File: src/rtl/clk_sel_defs.svh
`ifndef CLK_SEL_DEFS_SVH
`define CLK_SEL_DEFS_SVH

// Configuration word 2 field positions
`define CFG_PRIMARY_MODE_LSB   0
`define CFG_PRIMARY_MODE_MSB   1
`define CFG_SWITCH_MON_LSB     6
`define CFG_SWITCH_MON_MSB     7
`define CFG_INITIAL_SRC_LSB    8
`define CFG_INITIAL_SRC_MSB    10

// Unprogrammed (erased) configuration values
`define CFG_PRIMARY_MODE_RESET 2'h3
`define CFG_INITIAL_SRC_RESET  3'h7
`define CFG_SWITCH_MON_RESET   2'h3

// Multiplier factor and default postscaler divisor code
`define PLL_FACTOR             3'h4
`define POSTSCALE_RESET        3'h1

`endif

File: src/rtl/clk_sel_pkg.sv
package clk_sel_pkg;

  // Source codes as carried by the initial-source field
  typedef enum logic [2:0] {
    SRC_FAST_RC      = 3'h0,
    SRC_FAST_RC_MULT = 3'h1,
    SRC_PRIMARY      = 3'h2,
    SRC_PRIMARY_MULT = 3'h3,
    SRC_SECONDARY    = 3'h4,
    SRC_LOW_POWER_RC = 3'h5,
    SRC_RESERVED     = 3'h6,
    SRC_FAST_RC_DIV  = 3'h7
  } source_t;

  // Primary oscillator submodes
  typedef enum logic [1:0] {
    PM_EXT_CLOCK = 2'h0,
    PM_CRYSTAL   = 2'h1,
    PM_FAST_CRYSTAL = 2'h2,
    PM_DISABLED  = 2'h3
  } primary_mode_t;

  // Oscillator root feeding the processor clock
  typedef enum logic [1:0] {
    ROOT_PRIMARY   = 2'h0,
    ROOT_SECONDARY = 2'h1,
    ROOT_FAST_RC   = 2'h3,
    ROOT_LOW_POWER = 2'h2
  } root_t;

endpackage

File: src/rtl/clock_source_select_config.sv
// What this block does
// - The processor clock comes from exactly one of primary, secondary, fast RC or low-power RC.
// - The times-four multiplier may follow only the primary or the fast RC source.
// - In postscaled fast RC mode the fast RC enable passes a programmable divider first.
// - The instruction clock is the processor clock divided by two, and the processor clock feeds the peripherals.
// - Primary external-clock mode drives the instruction clock on the output pin, other primary modes release it, non-primary sources follow a config bit.
// - At power-on the mode comes from bits 1:0 of word 2; the source comes from bits 10:8 with switching disabled, else it stays 111.
// - Erased configuration selects fast RC with postscaler (source 111, mode 11).
// - Runtime switching is enabled only when bit 7 of word 2 is zero.
// - The fail-safe monitor is enabled only when bits 7:6 of word 2 are both zero.
// - With mode 11, codes 111,101,100,001,000 select their internal or secondary sources and 110 is reserved.
// - Code 011 is primary with multiplier and 010 plain primary, submode from the primary-mode field.
// - With switching disabled the new-source field is ignored and status shows the configured source.
// - With switching disabled the switch-request bit reads zero and writes do nothing.
`include "clk_sel_defs.svh"
`timescale 1ns/100ps
`default_nettype none

module clock_source_select_config #(
  parameter int DIV_W = 3
) (
  // Clock, reset and clock enable
  input  wire logic                        clk,
  input  wire logic                        rst,
  input  wire logic                        ce,
  // Nonvolatile configuration word 2 and pin-function bit
  input  wire logic [15:0]                 cfg_word2,
  input  wire logic                        osc_out_pin_function_cfg,
  // Oscillator levels, rising edges counted as ticks (asynchronous sources)
  input  wire logic                        primary_osc,
  input  wire logic                        secondary_osc,
  input  wire logic                        fast_rc_osc,
  input  wire logic                        low_power_rc_osc,
  // Software control bits
  input  wire logic [2:0]                  new_source_select,
  input  wire logic                        switch_request_wr,
  input  wire logic                        switch_request_val,
  input  wire logic [DIV_W-1:0]            postscale_sel,
  // Clock outputs as enable pulses; the pin as a level with its active-low output enable
  output logic                             processor_clock,
  output logic                             instruction_cycle_clock,
  output logic                             osc_output_pin,
  output logic                             osc_output_pin_oe_n,
  // Status
  output clk_sel_pkg::source_t             current_source_status,
  output clk_sel_pkg::primary_mode_t       primary_mode_cfg,
  output logic                             switch_request_bit,
  output logic                             switch_enable,
  output logic                             failsafe_clock_monitor,
  output logic                             multiplier_on,
  output logic                             source_reserved
);
  import clk_sel_pkg::*;

  // Configuration held from power-on reset
  logic [2:0]       initial_source_cfg_r;
  logic [1:0]       primary_mode_r;
  logic [1:0]       switch_monitor_cfg_r;
  logic             cfg_loaded_r;
  // Synchronisers for the four oscillator ticks
  logic [3:0]       osc_meta_r;
  logic [3:0]       osc_sync_r;
  logic [3:0]       osc_prev_r;
  // Current source, switch request and dividers
  source_t          cur_src_r;
  source_t          cur_src_nxt;
  logic             switch_req_r;
  logic             switch_req_nxt;
  // Counter wide enough for the largest divide of 2**(2**DIV_W-1)
  localparam int    POST_W = 1 << DIV_W;
  logic [POST_W-1:0] post_cnt_r;
  logic [1:0]       pll_cnt_r;
  logic             half_phase_r;
  logic             proc_clk_r;
  logic             icyc_r;
  logic             pin_r;

  // Config sampled on the first ce edge after reset release; asynchronous reset loads erased values
  always_ff @(posedge clk or posedge rst) begin
    if (rst) begin
      initial_source_cfg_r <= `CFG_INITIAL_SRC_RESET;
      primary_mode_r       <= `CFG_PRIMARY_MODE_RESET;
      switch_monitor_cfg_r <= `CFG_SWITCH_MON_RESET;
      cfg_loaded_r         <= 1'b0;
    end else if (ce && !cfg_loaded_r) begin
      // One capture just after release, then frozen until next reset
      initial_source_cfg_r <=
        cfg_word2[`CFG_INITIAL_SRC_MSB:`CFG_INITIAL_SRC_LSB];
      primary_mode_r <=
        cfg_word2[`CFG_PRIMARY_MODE_MSB:`CFG_PRIMARY_MODE_LSB];
      switch_monitor_cfg_r <=
        cfg_word2[`CFG_SWITCH_MON_MSB:`CFG_SWITCH_MON_LSB];
      cfg_loaded_r <= 1'b1;
    end
  end

  // Decoded configuration
  wire cfg_switch_en  = !switch_monitor_cfg_r[1];
  wire cfg_monitor_en = (switch_monitor_cfg_r == 2'h0);
  wire [2:0] cfg_src  = initial_source_cfg_r;

  // Oscillator ticks come from other domains: two flops first
  always_ff @(posedge clk or posedge rst) begin
    if (rst) begin
      osc_meta_r <= 4'h0;
      osc_sync_r <= 4'h0;
      osc_prev_r <= 4'h0;
    end else if (ce) begin
      osc_meta_r <= {low_power_rc_osc, fast_rc_osc,
                     secondary_osc, primary_osc};
      osc_sync_r <= osc_meta_r;
      osc_prev_r <= osc_sync_r;
    end
  end

  // Rising edges of each synchronised source
  wire [3:0] osc_edge = osc_sync_r & ~osc_prev_r;

  // Source selection; a switch request is honoured only when enabled
  always_comb begin
    cur_src_nxt    = cur_src_r;
    switch_req_nxt = switch_req_r;
    if (!cfg_loaded_r) begin
      cur_src_nxt    = source_t'(cfg_src);
      switch_req_nxt = 1'b0;
    end else if (!cfg_switch_en) begin
      cur_src_nxt    = source_t'(cfg_src);
      switch_req_nxt = 1'b0;
    end else if (switch_req_r) begin
      // Reserved code is refused, current source stays
      if (new_source_select != SRC_RESERVED) begin
        cur_src_nxt = source_t'(new_source_select);
      end
      switch_req_nxt = 1'b0;
    end else if (switch_request_wr) begin
      switch_req_nxt = switch_request_val;
    end
  end

  always_ff @(posedge clk or posedge rst) begin
    if (rst) begin
      cur_src_r    <= SRC_FAST_RC_DIV;
      switch_req_r <= 1'b0;
    end else if (ce) begin
      cur_src_r    <= cur_src_nxt;
      switch_req_r <= switch_req_nxt;
    end
  end

  // Root oscillator for the current source
  wire root_t root_sel =
    (cur_src_r == SRC_PRIMARY || cur_src_r == SRC_PRIMARY_MULT) ?
      ROOT_PRIMARY :
    (cur_src_r == SRC_SECONDARY)    ? ROOT_SECONDARY :
    (cur_src_r == SRC_LOW_POWER_RC) ? ROOT_LOW_POWER : ROOT_FAST_RC;
  wire root_tick = (root_sel == ROOT_PRIMARY)   ? osc_edge[0] :
                   (root_sel == ROOT_SECONDARY) ? osc_edge[1] :
                   (root_sel == ROOT_FAST_RC)   ? osc_edge[2] :
                                                  osc_edge[3];
  // Multiplier only behind primary or fast RC
  wire use_pll = (cur_src_r == SRC_PRIMARY_MULT) ||
                 (cur_src_r == SRC_FAST_RC_MULT);
  wire use_post = (cur_src_r == SRC_FAST_RC_DIV);

  // Postscaler: divide fast RC ticks by 2**postscale_sel
  wire [POST_W-1:0] post_lim = POST_W'((1 << postscale_sel) - 1);
  wire post_tick = (post_cnt_r >= post_lim);
  always_ff @(posedge clk or posedge rst) begin
    if (rst) begin
      post_cnt_r <= '0;
    end else if (ce && use_post && root_tick) begin
      post_cnt_r <= post_tick ? '0 : post_cnt_r + 1'b1;
    end
  end

  // Multiplier: the tick arrives as a cycle-rate burst of four; a real
  // multiplier is analog, this models its tick count per source tick
  always_ff @(posedge clk or posedge rst) begin
    if (rst) begin
      pll_cnt_r <= 2'h0;
    end else if (ce) begin
      if (use_pll && root_tick) begin
        pll_cnt_r <= 2'(`PLL_FACTOR - 3'h1);
      end else if (pll_cnt_r != 2'h0) begin
        pll_cnt_r <= pll_cnt_r - 2'h1;
      end
    end
  end

  // Processor clock tick after optional multiplier or postscaler
  wire proc_tick = use_pll  ? (root_tick || pll_cnt_r != 2'h0) :
                   use_post ? (root_tick && post_tick) : root_tick;
  // Output pin carries the instruction clock only for external clock
  // primary modes; internal and secondary follow the config bit
  wire is_primary = (root_sel == ROOT_PRIMARY);
  wire pin_drive  = is_primary ? (primary_mode_r == PM_EXT_CLOCK) :
                                 osc_out_pin_function_cfg;

  // Processor clock, instruction clock halving and pin
  always_ff @(posedge clk or posedge rst) begin
    if (rst) begin
      half_phase_r <= 1'b0;
      proc_clk_r   <= 1'b0;
      icyc_r       <= 1'b0;
      pin_r        <= 1'b0;
    end else if (ce) begin
      proc_clk_r <= proc_tick;
      if (proc_tick) begin
        half_phase_r <= ~half_phase_r;
      end
      icyc_r <= proc_tick && half_phase_r;
      pin_r  <= half_phase_r;
    end
  end

  // Outputs
  assign processor_clock         = proc_clk_r;
  assign instruction_cycle_clock = icyc_r;
  assign osc_output_pin          = pin_r & pin_drive;
  assign osc_output_pin_oe_n     = ~pin_drive;
  assign current_source_status   = cur_src_r;
  assign primary_mode_cfg        = primary_mode_t'(primary_mode_r);
  assign switch_request_bit      = switch_req_r;
  assign switch_enable           = cfg_switch_en;
  assign failsafe_clock_monitor  = cfg_monitor_en;
  assign multiplier_on           = use_pll;
  assign source_reserved         = (cur_src_r == SRC_RESERVED);

endmodule
`default_nettype wire

File: config.mk
export PLATFORM = sky130hd
export DESIGN_NAME = clock_source_select_config
export DESIGN_NICKNAME = d
export VERILOG_FILES = /design/src/rtl/clk_sel_pkg.sv /design/src/rtl/clock_source_select_config.sv
export VERILOG_INCLUDE_DIRS = /design/src /design/src/rtl
export SDC_FILE = /design/constraint.sdc
export NUM_CORES = 1
export LEC_CHECK = 0
export BUFFER_PORTS_ARGS = -buffer_cell sky130_fd_sc_hd__buf_2
export CAP_MARGIN = 15
export CORE_MARGIN = 2
export CORE_UTILIZATION = 40
export CTS_CLUSTER_SIZE = 16
export DETAILED_ROUTE_END_ITERATION = 8
export PLACE_DENSITY = 0.65
export SETUP_SLACK_MARGIN = 0.5
export SLEW_MARGIN = 20
export SYNTH_ARGS = -nofsm -noshare
export SYNTH_HDL_FRONTEND = slang
export SYNTH_SLANG_ARGS = --single-unit
File: constraint.sdc
create_clock -name clk -period 2.61 [get_ports clk]
set_input_delay 0.1305 -clock clk [delete_from_list [all_inputs] [get_ports clk]]
set_output_delay 0.1305 -clock clk [all_outputs]
set_load 0.01 [all_outputs]
Word level (Yosys, flattened, before mapping)
Index checks and enable logic that the tools add are counted.
- register bits: 38
- latch bits: 0
- bits in writable memories: 0
- bits in read-only memories: 0
- bits of input ports: 32
- memories: 0
- $add $sub $neg: 3
- multiply operators: 0
- divide/modulo/power cells: 0
- magnitude comparators: 1
- equal/unequal tests: 12
- shift-type cells: 1
- multiplexer cells: 20
- bitwise operators: 5
- reduce and logical (&&, ||, !) cells: 19
- operators by type and width (cell ; number):
    $eq A3 B3 Y1 const B ; 4
    $mux W3 ; 4
    $mux W1 ; 11
    $add A8 B1 Y8 const B ; 1
    $ge A8 B8 Y1 ; 1
    $mux W2 ; 4
    $mux W8 ; 1
    $shl A1 B3 Y8 const A ; 1
    $sub A8 B2 Y8 const B ; 1
    $eq A3 B2 Y1 const B ; 2
    $logic_and A1 B1 Y1 ; 6
    $logic_not A2 Y1 ; 3
    $ne A3 B2 Y1 const B ; 2
    $and A4 B4 Y4 ; 1
    $not A4 Y4 ; 1
    $reduce_and A2 Y1 ; 2
    $reduce_bool A2 Y1 ; 2
    $eq A3 B1 Y1 const B ; 1
    $logic_or A1 B1 Y1 ; 3
    $ne A3 B3 Y1 const B ; 1
    $reduce_and A3 Y1 ; 1
    $eq A2 B1 Y1 const B ; 1
    $eq A2 B2 Y1 const B ; 1
    $logic_not A1 Y1 ; 2
    3 further kinds ; 4

Depth between registers and ports, before layout
Gate-level depths: netlist of run 1.
- word-level depth: 12
- depth in mapped cells: 7

Worst setup path before layout of run 1
Ideal clock, no wire load.
- kind: register -> register
- start: register post_cnt_r[2]
- end: register half_phase_r
- arrival time: 1673 ps
- required time: 2542 ps
- path slack: 869 ps
- stages on the path, launching flop included: 7
- buffers on the path: 0
- cell sequence: dfrtp_1 ha_1 a211oi_2 o21ai_1 a21o_2 or3_1 nand3_1
- cells in the longest elaborated chain, start to end: 5
- ends and longest elaborated chain (element ; RTL line ; text):
    from (decl) ; clock_source_select_config.sv:71 ; logic [POST_W-1:0] post_cnt_r;
    from (signal assigned) ; clock_source_select_config.sv:172 ; post_cnt_r <= post_tick ? '0 : post_cnt_r + 1'b1;
    $ge A8 B8 Y1 ; clock_source_select_config.sv:167 ; wire post_tick = (post_cnt_r >= post_lim);
    $logic_and A1 B1 Y1 ; clock_source_select_config.sv:192 ; use_post ? (root_tick && post_tick) : root_tick;
    $mux W1 ; clock_source_select_config.sv:192 ;
    $mux W1 ; clock_source_select_config.sv:191 ; wire proc_tick = use_pll ? (root_tick || pll_cnt_r != 2'h0) :
    $reduce_and A2 Y1 (no line) ; - ;
    to (signal assigned) ; clock_source_select_config.sv:209 ; half_phase_r <= ~half_phase_r;
    to (decl) ; clock_source_select_config.sv:73 ; logic half_phase_r;
Every way passes these cells.
A chain may end at the register's enable or synchronous reset.

Final worst setup path of run 1
Ends and elaborated chain as after synthesis.

==> flow_summary.toml, run 1 <==
[yosys]
synth_top_cell_by_area = "dfrtp_1"
syn_avg_cell_area_um2 = 11.0
ys_seq_area_share_pct = 47.1
ys_ff_latch = 38
synthArstFlopShare_pct = 100
netlist_top_cells_area = "dfrtp_1 (34%), mux2_2 (13%), dfstp_2 (13%)"
synthFlopType = "dfrtp_1"
synth_cell_types = 41
synth_edf_count = 0
netlist_area_mm2 = 0.00205
netlist_instances = 186
syn-num-nets = 228
synth_top_area_share_pct = 34.2
ys_warn_count = 0

[die]
initial_core_util_pct = 40.9
rows = 26
die-width_um = 75.5
io_pins = 46
die_y_um = 75.5
fp.dieArea_mm2 = 0.00571
coreArea_mm2 = 0.00501

[place]
place_ws_ps = 703
io_buffers = 36
gp_congestion = 0.761
hpwl_mm = 2.78
dp.cells = 288

[sta]
max_freq_mhz = 528
fin_crit_sh_pct = 72.5
layout_min_cycle_time_ps = 1890
holdWs_ps = 47.1
setup_viol = 0
fin_ws_ps = 717
finalClockSkew_ps = 5.77
worstMarginPinSlew_ps = 679
hold_viol = 0
rsz0062_at_grt = "false"
fin_setup_tns_ps = 0
slew_viol_final = 0
relSlewSlack_pct = 54.6

[detailed_routing]
drtIter0Drc = 43
vias = 1502
drtAntennaViolNets = 0
wl_per_cell_um = 12.7
route.detailed.drc = 0
dr.pass1.iters = 4
avgViaCountPerCell = 5.06
wl_mm = 3.77

[clock_tree]
cts_buffers = 5
cts_max_level = 2
postCtsSetupBuffers = 0
clkLatencyLatePin_ps = 290
cts_tree = "done"
clk_pin_slew_ps = 80
clk_path_buf_depth = 2
clock_sinks = 38
clock-root-buffer = "clkbuf_8"

[worst_setup_path]
cp_data_required_time_ps = 2840
rrSetupSlack_ps = 720
rr_startpoint = "post_cnt_r[2]"
worst-path-max-fanout = 9
critical_path_arrival_ps = 2120
slowest_delay_ps = 430
startpoint = "post_cnt_r[2]"
crit_slowest_cell = "dfrtp_1"
critical_path.cell_chain = "ha_1, a211oi_2, o21ai_1, a21o_2, or3_1, nand3_1"
cp-start-kind = "register"
worstSetupPathType = "register to register"
cp-end-kind = "register"

[global_routing]
gr-total-overflow = 0
grt_pass1_wl_mm = 6.56
grt_max_degree = 39
antenna_found_initial = 0
track_usage_pct = 15.2
first_global_vias = 1516

[power_and_ir_drop]
ir_worst_vdd_v = 0.000430
powerDensity_mw_per_mm2 = 747
p_leak_uw = 0.00111

[hold_path]
hp-class = "input pin to register"
min_from = "cfg_word2[7]"

[job]
drv_cap = 0

[layout]
antenna_cells = 0
fillers = 498
syn2layout_area_growth_pct = 17.2
drive_gt1_share_pct = 37.9
stdcell_count = 297
mostFrequentLayoutCell = "buf_2"
final_core_utilization_pct = 47.9
layout_common_cells = "buf_2 (36), dfrtp_1 (28), mux2_2 (24), nand2_1 (11)"
fin_nets = 268

[status]
outcome = "complete, no violations"
-- registers in the layout (all words and copies together), names as in the netlist, 2 cells and up --
| name | flops |
|---|---|
| post_cnt_r | 8 |
| osc_meta_r | 4 |
| switch_monitor_cfg_r | 2 |
| primary_mode_cfg | 2 |
| current_source_status | 3 |
| osc_sync_r | 4 |
| pll_cnt_r | 2 |
| osc_prev_r | 4 |
| cfg_src | 3 |
-- report_power, final --
part           total [uW]  internal, uW  switching, uW
clock                 418           212            206
combinational         520           257            262
sequential            855           736            119
-- routing by layer --
layer	GRT usage (%)	part of all wire, %	vias up
li1	-	-	746
met1	17.7	45	733
met2	26.9	51	18
met3	3.17	2.9	5
met4	6.43	1.5	0
met5	0	0	-
-- synthesized netlist by cell type (all sizes together), types with 2 or more instances --
library cell and number:
a31oi 3, o21ai 12, or3 2, mux2i 3
nor2 10, nand4 2, a22o 5, a21oi 8
mux2 24, ha 10, nor2b 10, clkbuf 2
nor3 3, and3 5, dfstp 10, and3b 2
nand2b 3, dfrtp 28, buf 3, nand3 4
nand2 11, inv 10
-- metrics by stage --
step	power, uW	area [um2]
2_1_floorplan	1220	2050
3_3_place_gp	1370	2290
3_5_place_dp	1390	2290
4_1_cts	1820	2400
5_1_grt	1930	2400
6_report	1790	2400
-- area by class of cell --
type                            instances  area [um2]  share of cell area, %
Inverter                               10        37.5                   1.56
Sequential cell                        38         963                   40.2
Multi-Input combinational cell        133        1020                   42.4
Clock buffer                            6        82.6                   3.44
Clock inverter                          2        12.5                  0.522
Tap cell                               70        87.6                   3.65
Timing Repair Buffer                   38         198                   8.24
-- worst max-delay path: cells and delay by family, from the launching register on --
family	cells	cell delay, ps
adders and majority gates	1	350
DFF	1	430
and+or+nand+nor	2	430
AOI/OAI and AO/OA	3	630
-- cell families (layout without fill, tap and decap cells) --
logic type | Yosys count | after routing | share of synthesized area, %
and+or+nand+nor | 58 | 58 | 16.4
adders and majority gates | 10 | 10 | 6.11
DFF | 38 | 38 | 47.1
muxes | 27 | 27 | 14.7
buffers and inverters | 15 | 56 | 3.24
AOI/OAI and AO/OA | 37 | 37 | 12.3
other | 1 | 1 | 0.183
-- worst paths after layout --
kind / end / cells past startpoint
worst min-delay path: switch_monitor_cfg_r[1] / 3
min in group asynchronous: cfg_loaded_r / 4
worst max-delay path: half_phase_r / 6
worst min register to register: pll_cnt_r[0] / 1
worst max register to register: half_phase_r / 6
max in group asynchronous: cfg_src[0] / 4
-- repair_timing --
item | in CTS | in global routing
hold endpoints to repair | 28 | 0
hold buffers | 1 | 0
gates resized for setup | 0 | 0
Power figures use the tool's default switching activity.
==> run 2, diff against run 1 <==
--- a/config.mk
+++ b/config.mk
@@ -6,6 +6,7 @@
 export SDC_FILE = /design/constraint.sdc
 export NUM_CORES = 1
 export LEC_CHECK = 0
+export ABC_AREA = 1
 export BUFFER_PORTS_ARGS = -buffer_cell sky130_fd_sc_hd__buf_2
 export CAP_MARGIN = 15
 export CORE_MARGIN = 2
==> constraint.sdc (replaced) <==
create_clock -name clk -period 1.8 [get_ports clk]
set_input_delay 0.09 -clock clk [delete_from_list [all_inputs] [get_ports clk]]
set_output_delay 0.09 -clock clk [all_outputs]
set_load 0.01 [all_outputs]
==> flow_summary.toml, run 2 <==
[power_and_ir_drop]
ir_worst_vdd_v = 0.000485
p_leak_uw = 0.00138
powerDensity_mw_per_mm2 = 806

[worst_setup_path]
worstReg2RegEnd = "post_cnt_r[4]"
cp_num_buf_inv = 1
cp-end-kind = "register"
critical_path_arrival_ps = 1820
rr_startpoint = "post_cnt_r[3]"
slowest_delay_ps = 430
crit_family = "simple AND/OR/NAND/NOR gates"
cp.depth = 9
rr_worst_depth = 9
critical_path.cell_chain = "ha_1, nand2_1, inv_1, nand2_1, nand2_1, nand2_2, nand3_4, or2_4, o21ai_2"
crit_slowest_cell = "dfrtp_1"
cp-start-kind = "register"
crit_top_cell = "nand2_1"
worst-path-max-fanout = 5
startpoint = "post_cnt_r[3]"
crit_end = "post_cnt_r[4]"
worstSetupPathType = "register to register"
rrSetupSlack_ps = 190
cp_data_required_time_ps = 2020

[sta]
finalClockSkew_ps = 3.54
hold_viol = 0
layout_min_cycle_time_ps = 1610
fin_crit_sh_pct = 89.3
slew_viol_final = 0
rsz0062_at_grt = "true"
max_freq_mhz = 622
setup_viol = 0
fin_setup_tns_ps = 0

[die]
io_pins = 46
fp.dieArea_mm2 = 0.00566
die_y_um = 75.2
die-width_um = 75.2
initial_core_util_pct = 42.1
rows = 25
coreArea_mm2 = 0.00482

[yosys]
netlist_instances = 252
synthFlopType = "dfrtp_1"
synthArstFlopShare_pct = 100
synth_common_cells = "nand2_1 (69), inv_1 (34), dfrtp_1 (28), o21ai_0 (28), nor2_1 (18)"
ys_seq_area_share_pct = 47.5
synth_top_cell_by_area = "dfrtp_1"
syn-num-nets = 294
synth_edf_count = 0
netlist_area_mm2 = 0.00203
netlist_top_cells_area = "dfrtp_1 (35%), dfstp_2 (13%), nand2_1 (13%)"
synth_top_area_share_pct = 34.5
ys_ff_latch = 38
synth_most_common_cell = "nand2_1"
synth_cell_types = 29
syn_avg_cell_area_um2 = 8.05
ys_warn_count = 0

[clock_tree]
clock_sinks = 38
clkLatencyLatePin_ps = 290
clk_pin_slew_ps = 70
cts_tree = "done"
cts_buffers = 5
clock-root-buffer = "clkbuf_8"
clk_path_buf_depth = 2
cts_max_level = 2

[layout]
syn2layout_area_growth_pct = 34.7
drive_gt1_share_pct = 37.9
regMostFlops = "post_cnt_r"
mostFrequentLayoutCell = "nand2_1"
final_core_utilization_pct = 56.8
layout_common_cells = "nand2_1 (61), buf_2 (36), inv_1 (28), dfrtp_1 (26), buf_4 (19)"
largest_reg_flops = 8
antenna_cells = 0
fin_nets = 358

[detailed_routing]
dr.pass1.iters = 4
wl_mm = 4.58
avgViaCountPerCell = 4.74
vias = 1819
drtAntennaViolNets = 0
drtIter0Drc = 47
route.detailed.drc = 0
wl_per_cell_um = 11.9

[global_routing]
grt_pass1_wl_mm = 7.55
first_global_vias = 1746
track_usage_pct = 17.6
antenna_found_initial = 0
gr-total-overflow = 0
grt_max_degree = 39

[place]
io_buffers = 36
hpwl_mm = 2.99
gp_congestion = 0.780

[hold_path]
hp-class = "input pin to register"

[status]
outcome = "complete, no violations"

[job]
drv_cap = 0
[run 2: cell types whose count changed after synthesis, moves of 5 or more]
cell     previous run  this run
mux2_2             24         4
nand2_1            11        69
inv_1              10        34
nor2b_1            10         1
and3_1              5         0
a22o_1              5         0
o21ai_0            10        28
nor2_1              9        18
nand3_1             4        16
[run 2: per-layer routing]
layer / GRT usage [%] / part of all wire [%] / up-vias
li1: - / - / 934
met4: 6.43 / 1.9 / 0
met2: 30.9 / 51 / 34
met3: 4.28 / 4.5 / 7
met5: 0 / 0 / -
met1: 21.0 / 42 / 844
[run 2: metrics by stage]
| stage | hold WS (ps) | instances | cell area, um2 | setup WS (ps) | power [uW] |
|---|---|---|---|---|---|
| global route | 21.2 | 384 | 2730 | 89.1 | 2330 |
| detailed placement | 230 | 353 | 2300 | 142 | 1430 |
| CTS | 12.6 | 380 | 2620 | 219 | 2190 |
| floorplan | 207 | 252 | 2050 | 322 | 1300 |
| finish | 14.2 | 384 | 2730 | 193 | 2200 |
| global placement | 231 | 353 | 2300 | 180 | 1410 |
[run 2: repair_timing]
action	in CTS	in global routing
setup endpoints to repair	20	20
pin swaps	13	10
hold buffers	3	0
resized for setup	25	29
hold endpoints to repair	30	0
buffers inserted	15	4
cloned	1	0
[run 2: worst min path at each step]
stage / slack, ps / from / end / cells after the start
6_report: 10 / low_power_rc_osc / osc_meta_r[3] / 3
5_1_grt: 20 / low_power_rc_osc / osc_meta_r[3] / 3
4_1_cts: 10 / low_power_rc_osc / osc_meta_r[3] / 3
3_5_place_dp: 230 / rst / post_cnt_r[7] / 3
3_3_place_gp: 230 / rst / pll_cnt_r[1] / 3
2_1_floorplan: 210 / primary_osc / osc_meta_r[0] / 2
[run 2: kinds of logic (layout without fill, tap and decap cells)]
family	count (synthesis)	after routing	share of synthesized area, %
mux	4	4	2.22
fa+ha+maj	10	10	6.17
buf+inv	41	106	8.26
simple gates	113	113	23.2
xor+xnor	2	2	0.863
other cells	1	1	0.185
compound gates	43	43	11.6
flops	38	38	47.5
[run 2: layout make-up]
cell class                 instances  area, um2
clock buffer                       5       68.8
clock inverter                     3       40.0
fill                             479       2080
inverter                          36        140
multi-input combinational        173       1040
sequential                        38        966
tap                               67       83.8
timing repair buffer              62        398
[run 2: power by group]
group | internal (uW) | switching, uW | leakage, uW
clock | 408 | 296 | 0.0000579
combinational | 200 | 283 | 0.000879
sequential | 955 | 62.4 | 0.000439
[run 2: tightest hold or removal path, cell delays in order]
cell and delay, ps:
buf_2 70, nand2_1 40, o21ai_0 60
==> run 3, diff against run 2 <==
--- a/config.mk
+++ b/config.mk
@@ -9,6 +9,7 @@
 export ABC_AREA = 1
 export BUFFER_PORTS_ARGS = -buffer_cell sky130_fd_sc_hd__buf_2
 export CAP_MARGIN = 15
+export CORE_ASPECT_RATIO = 0.5
 export CORE_MARGIN = 2
 export CORE_UTILIZATION = 40
 export CTS_CLUSTER_SIZE = 16
==> flow_summary.toml, run 3 (synthesis gave the netlist of run 2 again) <==
[sta]
max_freq_mhz = 618
relSlewSlack_pct = 66.6
setup_viol = 0
worstMarginPinSlew_ps = 501
holdWs_ps = 8.86
finalClockSkew_ps = 4.07
fin_crit_sh_pct = 89.9
fin_setup_tns_ps = 0
layout_min_cycle_time_ps = 1620
hold_viol = 0
slew_viol_final = 0
rsz0062_at_grt = "true"

[die]
initial_core_util_pct = 41.3
io_pins = 46
coreArea_mm2 = 0.00491
die_y_um = 54.4
die-width_um = 105
fp.dieArea_mm2 = 0.00569
rows = 18

[global_routing]
grt_pass1_wl_mm = 7.07
met1_usage_pct = 17.9
track_usage_pct = 16.1
grt_util_met3_pct = 3.93
met2_usage_pct = 30.7
busiest_layer = "met2"
gr-total-overflow = 0
grt_max_degree = 39
first_global_vias = 1691
antenna_found_initial = 0

[clock_tree]
clkLatencyLatePin_ps = 290
clk_pin_slew_ps = 80
clock_sinks = 38
cts_tree = "done"
cts_max_level = 2
cts_buffers = 5
clk_path_buf_depth = 2
clock-root-buffer = "clkbuf_8"

[place]
io_buffers = 36
gp_congestion = 0.872
hpwl_mm = 3.03

[hold_path]
hold_depth = 3
hp-class = "input pin to register"

[detailed_routing]
dr.pass1.iters = 6
drtAntennaViolNets = 0
wl_mm = 4.50
avgViaCountPerCell = 4.70
drtIter0Drc = 86
route.detailed.drc = 0
wl_per_cell_um = 11.6
vias = 1830

[worst_setup_path]
cp-end-kind = "register"
worstSetupPathType = "register to register"
worst-path-max-fanout = 5
cp-start-kind = "register"
rr_worst_depth = 8
cp_data_required_time_ps = 1980
critical_path_arrival_ps = 1800

[layout]
layout_common_cells = "nand2_1 (58), buf_2 (37), inv_1 (30), dfrtp_1 (26), buf_4 (22)"
drive_gt1_share_pct = 37.9
fillers = 459
syn2layout_area_growth_pct = 36.8
fin_nets = 360
antenna_cells = 0
largest_reg_flops = 8
regMostFlops = "post_cnt_r"
mostFrequentLayoutCell = "nand2_1"

[power_and_ir_drop]
ir_worst_vdd_v = 0.000385
powerDensity_mw_per_mm2 = 833
p_leak_uw = 0.00139

[job]
drv_cap = 0

[status]
outcome = "complete, no violations"
[run 3: area by class of cell]
class	count	area, um2	share of cell area, %
repair buffers	64	403	14.5
flip-flops and latches	38	966	34.8
clock buffers	8	133	4.78
multi-input cells	173	1040	37.6
well taps	70	87.6	3.15
inverters	36	143	5.14
[run 3: final timing paths]
path / to / from / slack (ps)
min in group asynchronous: post_cnt_r[7] / rst / 460
min: osc_meta_r[1] / secondary_osc / 9
max: half_phase_r / current_source_status[2] / 180
max reg2reg: half_phase_r / current_source_status[2] / 180
min reg2reg: osc_meta_r[2] / osc_meta_r[2] / 480
max in group asynchronous: post_cnt_r[4] / rst / 970
[run 3: metal layers]
| metal | vias up | share of wire [%] |
|---|---|---|
| met5 | - | 0 |
| met3 | 7 | 3.2 |
| met1 | 856 | 45 |
| li1 | 939 | - |
| met4 | 0 | 1.5 |
| met2 | 28 | 50 |
[run 3: critical path, stage by stage, from the launching register on]
cell,delay [ps]
dfstp_2,610
inv_2,80
nor3_4,250
buf_4,160
nand4_1,100
nand2_1,100
nand2_2,70
nand3_1,80
nand2_1,70
[run 3: stage by stage]
| step | cells | area [um2] | power [uW] | utilization (%) | setup WS (ps) |
|---|---|---|---|---|---|
| 6_report | 389 | 2780 | 2310 | 56.5 | 182 |
| 5_1_grt | 389 | 2780 | 2450 | 56.5 | 108 |
| 4_1_cts | 379 | 2620 | 2290 | 53.3 | 238 |
| 3_5_place_dp | 357 | 2310 | 1430 | 47.1 | 153 |
| 3_3_place_gp | 357 | 2310 | 1400 | 47.1 | 191 |
| 2_1_floorplan | 252 | 2050 | 1300 | - | 322 |
[run 3: where the power goes]
| group | internal [uW] | total, uW | switching, uW |
|---|---|---|---|
| sequential | 955 | 1020 | 61.6 |
| combinational | 219 | 508 | 289 |
| clock | 480 | 789 | 309 |
[run 3: repair_timing]
action                                 in CTS  in global routing
pin swaps                                  15                 10
hold buffers                                3                  0
gates cloned                                0                  1
buffers inserted                           11                  9
resized for setup                          15                 32
endpoints found under the hold margin      30                  0
setup endpoints to repair                  20                 20
